`src/rtl/scd_params.svh`:
```
// Offsets, field positions, reset values and counts for the clock selector
`ifndef SCD_PARAMS_SVH
`define SCD_PARAMS_SVH

// ==========================================================================
// Register offsets
`define SCD_CFG_OFF      12'h000
`define SCD_STAT_OFF     12'h004

// ==========================================================================
// Configuration register
`define SCD_CFG_RESET    32'h0000_0000
`define SCD_CFG_WMASK    32'hF0FB_57FF

// ==========================================================================
// Status register field positions
`define SCD_ST_TXM_LSB   0
`define SCD_ST_RXM_LSB   2
`define SCD_ST_TXLVL     4
`define SCD_ST_RXLVL     5
`define SCD_ST_RXD       6

// ==========================================================================
// Half-period counts, in oversample ticks
`define SCD_HALF_X8      4'h3
`define SCD_HALF_X16     4'h7
`define SCD_HALF_X32     4'hF

`endif

```
`src/rtl/scd_pkg.sv`:
```
// Types shared by the serial clock polarity, divide and source selector
package scd_pkg;

	typedef enum logic [1:0] {
		SCD_X1  = 2'b00,
		SCD_X8  = 2'b01,
		SCD_X16 = 2'b10,
		SCD_X32 = 2'b11
	} scd_mult_e;

	// Same bit order as the configuration word
	typedef struct packed {
		logic        brg_enable;
		logic        legacy_timing_mode;
		logic        rx_clock_source;
		logic        tx_clock_source;
		logic [3:0]  rsvd27_24;
		logic        tx_clock_invert;
		logic        rx_clock_invert;
		logic        idle_clock_level;
		logic [1:0]  tx_divide_rate;
		logic        rsvd18;
		logic [1:0]  rx_divide_rate;
		logic        rsvd15;
		logic        tx_internal_clock_select;
		logic        rsvd13;
		logic        rx_internal_clock_select;
		logic        rsvd11;
		logic [10:0] divide_n;
	} scd_cfg_s;

endpackage
```
`src/rtl/scd_clock_select.sv`:
```
// Serial clock polarity, divide rate and source selector with APB access
//
// Functional notes
// - Invert clear: transmit data changes on falling edge
// - Invert set: transmit data changes on rising edge
// - Invert clear: receive data sampled on rising edge
// - Invert set: receive data sampled on falling edge
// - Idle level bit sets serial clock starting level with internal source
// - Transmit divide field selects transmit oversampling
// - Receive divide field selects receive oversampling
// - Divide field all zero gives 1x operation in legacy timing mode
// - Transmit select: divider or recovered clock
// - Transmit select applies only with internal source
// - Recovery from data edges, divider by division
// - Receive select: divider or recovered clock
// - Timing mode zero forces 16x operation with internal source
// - External clock source forces 1x operation
`timescale 1ns/1ps
`include "scd_params.svh"

module scd_clock_select (
	input  wire logic        pclk,
	input  wire logic        presetn,
	input  wire logic        psel,
	input  wire logic        penable,
	input  wire logic        pwrite,
	input  wire logic [11:0] paddr,
	input  wire logic [31:0] pwdata,
	output logic      [31:0] prdata,
	output logic             pready,
	output logic             pslverr,
	input  wire logic        ext_tx_clk,
	input  wire logic        ext_rx_clk,
	input  wire logic        rxd,
	input  wire logic        tx_active,
	input  wire logic        rx_active,
	input  wire logic        tx_bit,
	output logic             txd,
	output logic             tx_bit_taken,
	output logic             rx_bit,
	output logic             rx_bit_valid,
	output logic             sclk_out
);

	// ======================================================================
	// APB slave
	logic [31:0]      cfg_q;
	logic [31:0]      prdata_q;
	scd_pkg::scd_cfg_s cfg;
	logic [31:0]      stat_word;
	wire              hit_cfg  = (paddr == `SCD_CFG_OFF);
	wire              hit_stat = (paddr == `SCD_STAT_OFF);
	wire              mapped   = hit_cfg | hit_stat;
	wire              setup    = psel & ~penable;
	wire              wr_cfg   = psel & penable & pwrite & hit_cfg;
	wire [31:0]       rd_word  = hit_cfg  ? cfg_q :
	                             hit_stat ? stat_word : 32'h0000_0000;
	wire [31:0]       cfg_wr   = pwdata & `SCD_CFG_WMASK;

	assign cfg     = scd_pkg::scd_cfg_s'(cfg_q);
	assign pready  = 1'b1;
	assign pslverr = psel & penable & ~mapped;
	assign prdata  = prdata_q;

	always_ff @(posedge pclk or negedge presetn) begin
		if (!presetn) begin
			cfg_q <= `SCD_CFG_RESET;
		end else if (wr_cfg) begin
			cfg_q <= cfg_wr;
		end
	end

	// Read data latched in setup so it comes from a flop in the access phase
	always_ff @(posedge pclk or negedge presetn) begin
		if (!presetn) begin
			prdata_q <= 32'h0000_0000;
		end else if (setup & ~pwrite) begin
			prdata_q <= rd_word;
		end
	end

	// ======================================================================
	// Pin synchronisers: 0 rxd, 1 tx clock pin, 2 rx clock pin
	wire  [2:0] sync2_q;
	wire  [2:0] pins = {ext_rx_clk, ext_tx_clk, rxd};

	genvar s;
	generate
		for (s = 0; s < 3; s++) begin : g_sync
			// One process per bit keeps a single driver per flop
			logic meta_q;
			logic held_q;

			always_ff @(posedge pclk or negedge presetn) begin
				if (!presetn) begin
					meta_q <= 1'b0;
					held_q <= 1'b0;
				end else begin
					meta_q <= pins[s];
					held_q <= meta_q;
				end
			end

			assign sync2_q[s] = held_q;
		end
	endgenerate

	wire rxd_s = sync2_q[0];

	// ======================================================================
	// Bit-rate divider: one tick every 2*(N+1) cycles
	logic [10:0] brg_cnt_q;
	logic        brg_half_q;
	logic        brg_tick_q;
	wire         brg_wrap = (brg_cnt_q == cfg.divide_n);

	always_ff @(posedge pclk or negedge presetn) begin
		if (!presetn) begin
			brg_cnt_q  <= 11'h000;
			brg_half_q <= 1'b0;
			brg_tick_q <= 1'b0;
		end else if (!cfg.brg_enable) begin
			brg_cnt_q  <= 11'h000;
			brg_half_q <= 1'b0;
			brg_tick_q <= 1'b0;
		end else begin
			brg_cnt_q  <= brg_wrap ? 11'h000 : brg_cnt_q + 11'h001;
			brg_half_q <= brg_half_q ^ brg_wrap;
			brg_tick_q <= brg_wrap & brg_half_q;
		end
	end

	// ======================================================================
	// Data-recovery loop: same nominal period, realigned on each data edge
	logic [11:0] data_recovery_loop_cnt_q;
	logic        data_recovery_loop_tick_q;
	logic        rxd_prev_q;
	wire  [11:0] data_recovery_loop_last = {divide_n_x2(cfg.divide_n)};
	wire         rxd_edge  = rxd_s ^ rxd_prev_q;
	wire         data_recovery_loop_wrap = (data_recovery_loop_cnt_q == data_recovery_loop_last);

	function automatic logic [11:0] divide_n_x2(input logic [10:0] n);
		divide_n_x2 = {n, 1'b1};
	endfunction

	always_ff @(posedge pclk or negedge presetn) begin
		if (!presetn) begin
			data_recovery_loop_cnt_q  <= 12'h000;
			data_recovery_loop_tick_q <= 1'b0;
			rxd_prev_q  <= 1'b0;
		end else begin
			rxd_prev_q <= rxd_s;
			if (rxd_edge | data_recovery_loop_wrap) begin
				data_recovery_loop_cnt_q  <= 12'h000;
				data_recovery_loop_tick_q <= 1'b1;
			end else begin
				data_recovery_loop_cnt_q  <= data_recovery_loop_cnt_q + 12'h001;
				data_recovery_loop_tick_q <= 1'b0;
			end
		end
	end

	// ======================================================================
	// Per-direction clock: index 0 transmit, 1 receive
	wire [1:0] src_ext = {cfg.rx_clock_source, cfg.tx_clock_source};
	wire [1:0] int_sel = {cfg.rx_internal_clock_select,
	                      cfg.tx_internal_clock_select};
	wire [1:0] active  = {rx_active, tx_active};
	wire [1:0] pin_clk = {sync2_q[2], sync2_q[1]};
	wire [3:0] dcr     = {cfg.rx_divide_rate, cfg.tx_divide_rate};

	scd_pkg::scd_mult_e mult [2];
	logic [1:0]         clk_lvl;
	wire  [1:0]         lvl_prev_q;
	logic [1:0]         rise;
	logic [1:0]         fall;

	genvar g;
	generate
		for (g = 0; g < 2; g++) begin : g_dir
			logic [3:0] cnt_q;
			logic [3:0] cnt_d;
			logic       phase_q;
			logic       phase_d;
			logic [3:0] last;
			logic       prev_q;
			wire        tick = int_sel[g] ? data_recovery_loop_tick_q : brg_tick_q;

			assign mult[g] = src_ext[g] ? scd_pkg::SCD_X1 :
			                 !cfg.legacy_timing_mode ? scd_pkg::SCD_X16 :
			                 scd_pkg::scd_mult_e'(dcr[2*g +: 2]);

			always_comb begin
				case (mult[g])
					scd_pkg::SCD_X8:  last = `SCD_HALF_X8;
					scd_pkg::SCD_X16: last = `SCD_HALF_X16;
					scd_pkg::SCD_X32: last = `SCD_HALF_X32;
					default:          last = 4'h0;
				endcase
			end

			always_comb begin
				cnt_d   = cnt_q;
				phase_d = phase_q;
				if (!active[g]) begin
					cnt_d   = 4'h0;
					phase_d = cfg.idle_clock_level;
				end else if (mult[g] == scd_pkg::SCD_X1) begin
					cnt_d   = 4'h0;
					phase_d = cfg.idle_clock_level ^ tick;
				end else if (tick) begin
					if (cnt_q == last) begin
						cnt_d   = 4'h0;
						phase_d = ~phase_q;
					end else begin
						cnt_d = cnt_q + 4'h1;
					end
				end
			end

			always_ff @(posedge pclk or negedge presetn) begin
				if (!presetn) begin
					cnt_q   <= 4'h0;
					phase_q <= 1'b0;
					prev_q  <= 1'b0;
				end else begin
					cnt_q   <= cnt_d;
					phase_q <= phase_d;
					prev_q  <= clk_lvl[g];
				end
			end

			assign lvl_prev_q[g] = prev_q;

			assign clk_lvl[g] = src_ext[g] ? pin_clk[g] : phase_q;
			assign rise[g]    = clk_lvl[g] & ~lvl_prev_q[g];
			assign fall[g]    = ~clk_lvl[g] & lvl_prev_q[g];
		end
	endgenerate

	// ======================================================================
	// Data edges
	// Source switches mid-frame can give one stray edge; change them idle
	wire tx_shift = cfg.tx_clock_invert ? rise[0] : fall[0];
	wire rx_take  = cfg.rx_clock_invert ? fall[1] : rise[1];

	logic txd_q;
	logic tx_taken_q;
	logic rx_bit_q;
	logic rx_valid_q;
	logic sclk_q;

	always_ff @(posedge pclk or negedge presetn) begin
		if (!presetn) begin
			txd_q      <= 1'b1;
			tx_taken_q <= 1'b0;
			rx_bit_q   <= 1'b0;
			rx_valid_q <= 1'b0;
			sclk_q     <= 1'b0;
		end else begin
			tx_taken_q <= tx_shift;
			rx_valid_q <= rx_take;
			sclk_q     <= clk_lvl[0];
			if (tx_shift) begin
				txd_q <= tx_bit;
			end
			if (rx_take) begin
				rx_bit_q <= rxd_s;
			end
		end
	end

	assign txd          = txd_q;
	assign tx_bit_taken = tx_taken_q;
	assign rx_bit       = rx_bit_q;
	assign rx_bit_valid = rx_valid_q;
	assign sclk_out     = sclk_q;

	// ======================================================================
	// Status word
	always_comb begin
		stat_word                              = 32'h0000_0000;
		stat_word[`SCD_ST_TXM_LSB +: 2]        = mult[0];
		stat_word[`SCD_ST_RXM_LSB +: 2]        = mult[1];
		stat_word[`SCD_ST_TXLVL]               = clk_lvl[0];
		stat_word[`SCD_ST_RXLVL]               = clk_lvl[1];
		stat_word[`SCD_ST_RXD]                 = rxd_s;
	end

endmodule // scd_clock_select

```
`config.mk`:
```
export PLATFORM = sky130hd
export DESIGN_NAME = scd_clock_select
export DESIGN_NICKNAME = d
export VERILOG_FILES = /design/src/rtl/scd_pkg.sv /design/src/rtl/scd_clock_select.sv
export VERILOG_INCLUDE_DIRS = /design/src /design/src/rtl
export SDC_FILE = /design/constraint.sdc
export NUM_CORES = 1
export LEC_CHECK = 0
export BUFFER_PORTS_ARGS = -buffer_cell sky130_fd_sc_hd__buf_4
export CAP_MARGIN = 20
export CORE_UTILIZATION = 57
export CTS_BUF_LIST = sky130_fd_sc_hd__clkbuf_2 sky130_fd_sc_hd__clkbuf_4 sky130_fd_sc_hd__clkbuf_8
export CTS_CLUSTER_SIZE = 40
export DETAILED_ROUTE_END_ITERATION = 16
export GPL_TIMING_DRIVEN = 0
export HOLD_SLACK_MARGIN = 0.1
export PLACE_DENSITY = 0.95
export SLEW_MARGIN = 40
export SYNTH_ARGS = -nofsm -noshare
export SYNTH_HDL_FRONTEND = slang
export SYNTH_SLANG_ARGS = --single-unit
```
`constraint.sdc`:
```
create_clock -name pclk -period 2.3 [get_ports pclk]
set_input_delay 0.69 -clock pclk [delete_from_list [all_inputs] [get_ports pclk]]
set_output_delay 0.69 -clock pclk [all_outputs]
set_load 0.02 [all_outputs]
```
==> impl_metrics.sql <==
INSERT INTO impl_metrics (metric_group, metric, value, unit) VALUES
('drt', 'drtAntennaViolNets', '0', ''),
('cells_and_area', 'layout-area-overhead-vs-synth', '21.0', '%'),
('drt', 'num_vias', '3430', ''),
('power_and_ir_drop', 'pwr_density_cell', '597', 'nW/µm²'),
('cells_and_area', 'layout.core_utilization', '0.710', ''),
('timing', 'post_route_fraction_of_the_period_consumed_by_the_critical_path', '0.967', ''),
('yosys', 'ys_seq_area_frac', '0.535', ''),
('timing', 'slew-limit-headroom', '0.454', ''),
('timing', 'skew', '11.1', 'ps'),
('floorplanning', 'top_level_i_o_count', '94', ''),
('cells_and_area', 'multi_input_comb_area', '1970', 'µm²'),
('placement', 'place_worst_setup_slack', '-294', 'ps'),
('drt', 'drc', '0', ''),
('critical_path', 'worst_r2r_src', 'cfg[10]$_DFFE_PN0P_', ''),
('drt', 'postRouteWirelength', '10200', 'µm'),
('worst_hold_path', 'timing.hold.worst.start', 'g_sync[0].meta_q$_DFF_PN0_', ''),
('drt', 'drt_iter0_markers', '189', ''),
('clock_network', 'clkLatencyLatePin', '370', 'ps'),
('floorplanning', 'die-height', '91.2', 'µm'),
('floorplanning', 'dieWidth', '91.2', 'µm'),
('clock_network', 'tritoncts_num_sinks', '97', ''),
('yosys', 'yosys_warnings', '0', ''),
('yosys', 'synthesis.area_per_instance', '11.3', 'µm²'),
('power_and_ir_drop', 'share_clk_of_total_power', '0.358', ''),
('timing', 'fmax', '449', 'MHz'),
('power_and_ir_drop', 'irDropWorstVdd', '296', 'µV'),
('worst_hold_path', 'whs_endpoint', 'g_sync[0].held_q$_DFF_PN0_', ''),
('power_and_ir_drop', 'leakagePower', '0.00268', 'µW'),
('critical_path', 'critical_path.reg2reg.endpoint', 'data_recovery_loop_cnt_q[6]$_DFF_PN0_', ''),
('clock_network', 'clock_slew_at_the_register_clock_pins_of_the_worst_setup_and_hold_paths', '90', 'ps'),
('global_routing', 'grt_start_max_net_pins', '98', ''),
('timing', 'report.final.hold_viol_count', '0', ''),
('job', 'drv.max_cap_violation_count', '0', ''),
('clock_network', 'clk_root_buffer_cell', 'sky130_fd_sc_hd__clkbuf_8', ''),
('run_status', 'run_status', 'finished, final reports clean', ''),
('cells_and_area', 'n_diodes', '0', ''),
('floorplanning', 'floorplan.initialDensity', '0.587', ''),
('power_and_ir_drop', 'p_sw_frac', '0.249', ''),
('floorplanning', 'dieArea', '8320', 'µm²'),
('critical_path', 'criticalPathCategory', 'in2out', ''),
('drt', 'number_of_iterations_in_the_first_detailed_routing_pass', '5', ''),
('cells_and_area', 'drive_above_1_share', '0.250', ''),
('global_routing', 'first_global_vias', '3504', ''),
('power_and_ir_drop', 'total_switching_power', '815', 'µW'),
('placement', 'buffer_ports.inserted', '76', ''),
('critical_path', 'cp.arrival', '1530', 'ps'),
('critical_path', 'timing.critical_path.fanout_max', '2', ''),
('cells_and_area', 'fill_cells', '537', ''),
('yosys', 'synthDistinctLibCells', '51', ''),
('clock_network', 'cts_buffer_depth', '2', ''),
('global_routing', 'antenna_violations_before_repair', '0', ''),
('power_and_ir_drop', 'pwr-share-seq', '0.550', ''),
('placement', 'finalWeightedCongestion', '0.895', ''),
('critical_path', 'timing.critical_path.to_type', 'output port', ''),
('worst_hold_path', 'hp-class', 'reg2reg', ''),
('critical_path', 'worst_r2r_path_depth', '5', ''),
('power_and_ir_drop', 'p_int', '2460', 'µW'),
('global_routing', 'globalRouteOverflowTotal', '0', ''),
('timing', 'worst-slew-pin-transition', '796', 'ps'),
('global_routing', 'grt_first_pass_wirelength', '16800', 'µm'),
('cells_and_area', 'layout_common_cells', '96 x sky130_fd_sc_hd__dfrtp_1, 86 x sky130_fd_sc_hd__buf_4, 40 x sky130_fd_sc_hd__nor2_1', ''),
('clock_network', 'hold_buffers', '0', ''),
('yosys', 'ys_dominant_reg_cell', 'sky130_fd_sc_hd__dfrtp_1', ''),
('cells_and_area', 'fin_nets', '555', ''),
('placement', 'hpwlAfterDp', '7280', 'µm'),
('critical_path', 'reg2reg_slack', '370', 'ps'),
('floorplanning', 'core-area', '7730', 'µm²'),
('drt', 'drt-wirelength-per-cell', '17.0', 'µm'),
('cells_and_area', 'final_common_cell', 'sky130_fd_sc_hd__dfrtp_1', ''),
('critical_path', 'data_required_critical_path', '1610', 'ps'),
('critical_path', 'crit_path_start_kind', 'input port', '');
==> through the flow <==
step | TNS [ps] | cell area [µm²] | hold WS, ps | std cells | total power (µW)
finish | 0 | 5490 | 354 | 602 | 3280
global placement | -7170 | 5260 | 334 | 585 | 2120
floorplan | 0 | 4560 | 331 | 407 | 1970
detailed placement | -7700 | 5270 | 336 | 585 | 2130
CTS | 0 | 5490 | 356 | 602 | 3290
global route | 0 | 5490 | 363 | 602 | 3390
==> layout make-up <==
class,count,area share
Sequential cell,97,0.443
Clock buffer,11,0.0276
Clock inverter,5,0.0112
Multi-Input combinational cell,280,0.358
Tap cell,102,0.0233
Inverter,8,0.00547
Buffer,22,0.0251
Timing Repair Buffer,77,0.106
==> flip-flops by register name, summed over array words and instances, names as in the netlist <==
signal / count
data_recovery_loop_tick_q: 1
rx_bit: 1
sclk_out: 1
g_sync.held_q: 3
txd: 1
g_sync.meta_q: 3
cfg: 24
rx_bit_valid: 1
rxd_prev_q: 1
brg_tick_q: 1
brg_cnt_q: 11
prdata: 24
tx_bit_taken: 1
g_dir.cnt_q: 8
data_recovery_loop_cnt_q: 12
g_dir.prev_q: 1
g_dir.phase_q: 2
brg_half_q: 1
==> synth_stat cells (5+ instances only) <==
master,n,area (µm²)
sky130_fd_sc_hd__a22o_1,17,149
sky130_fd_sc_hd__inv_1,8,30.0
sky130_fd_sc_hd__mux2_2,8,90.1
sky130_fd_sc_hd__xnor2_1,24,210
sky130_fd_sc_hd__dfrtp_1,96,2400
sky130_fd_sc_hd__clkbuf_1,7,26.3
sky130_fd_sc_hd__o31ai_1,8,60.1
sky130_fd_sc_hd__nor3_1,6,30.0
sky130_fd_sc_hd__ha_1,5,62.6
sky130_fd_sc_hd__nor2_1,40,150
sky130_fd_sc_hd__o21ai_0,10,50.1
sky130_fd_sc_hd__xor2_1,25,219
sky130_fd_sc_hd__nor3b_1,5,37.5
sky130_fd_sc_hd__mux2i_1,10,100
sky130_fd_sc_hd__mux2_1,18,203
sky130_fd_sc_hd__nand4_1,6,37.5
sky130_fd_sc_hd__buf_4,10,75.1
sky130_fd_sc_hd__nand3_1,19,95.1
sky130_fd_sc_hd__nand2_1,30,113
==> power by group through the flow <==
| stage | Clock [µW] | Sequential [µW] | Combinational (µW) |
|---|---|---|---|
| after floorplan | 0 | 1850 | 125 |
| after global placement | 0 | 1830 | 292 |
| after detailed placement | 0 | 1830 | 301 |
| after CTS | 1190 | 1800 | 306 |
| after global routing | 1250 | 1810 | 329 |
| final | 1170 | 1800 | 304 |
==> worst max-delay path: stages <==
cell,delay (ps)
sky130_fd_sc_hd__buf_4,110
sky130_fd_sc_hd__nor4_2,280
sky130_fd_sc_hd__nand3_2,100
sky130_fd_sc_hd__and3_1,190
sky130_fd_sc_hd__buf_4,150
==> logic make-up (layout without fill, tap and decap cells) <==
| group | after synthesis | count (layout) | synth area share |
|---|---|---|---|
| AO/OA/AOI/OAI | 50 | 50 | 0.0855 |
| XOR/XNOR | 49 | 49 | 0.0946 |
| adder cells (fa/ha/maj) | 5 | 5 | 0.0138 |
| buffers and inverters | 30 | 123 | 0.0370 |
| flip-flops | 97 | 97 | 0.535 |
| multiplexers | 36 | 36 | 0.0866 |
| other | 2 | 9 | 0.00166 |
| AND/OR/NAND/NOR | 131 | 131 | 0.146 |
==> worst max path at each step <==
stage | start | cells after the start | slack, ps | to
4_1_cts | paddr[1] | 5 | 70 | pslverr
5_1_grt | paddr[5] | 5 | 30 | pslverr
3_5_place_dp | paddr[1] | 6 | -290 | prdata[22]$_DFFE_PN0P_
6_report | paddr[1] | 5 | 80 | pslverr
2_1_floorplan | paddr[1] | 3 | 120 | pslverr
3_3_place_gp | paddr[1] | 6 | -270 | prdata[22]$_DFFE_PN0P_
==> routing by layer <==
| metal | track usage | vias to the layer above | wire (µm) |
|---|---|---|---|
| met5 | 0 | - | 0 |
| li1 | - | 1569 | - |
| met3 | 0.0553 | 20 | 640 |
| met4 | 0.119 | 0 | 247 |
| met1 | 0.315 | 1699 | 4040 |
| met2 | 0.452 | 142 | 5300 |
==> timing repair <==
item                                    CTS  global route
endpoints found under the setup margin    1             0
resized for setup                         0             0
setup buffers                             1             0
No activity file was read; power rests on OpenSTA's default activity.
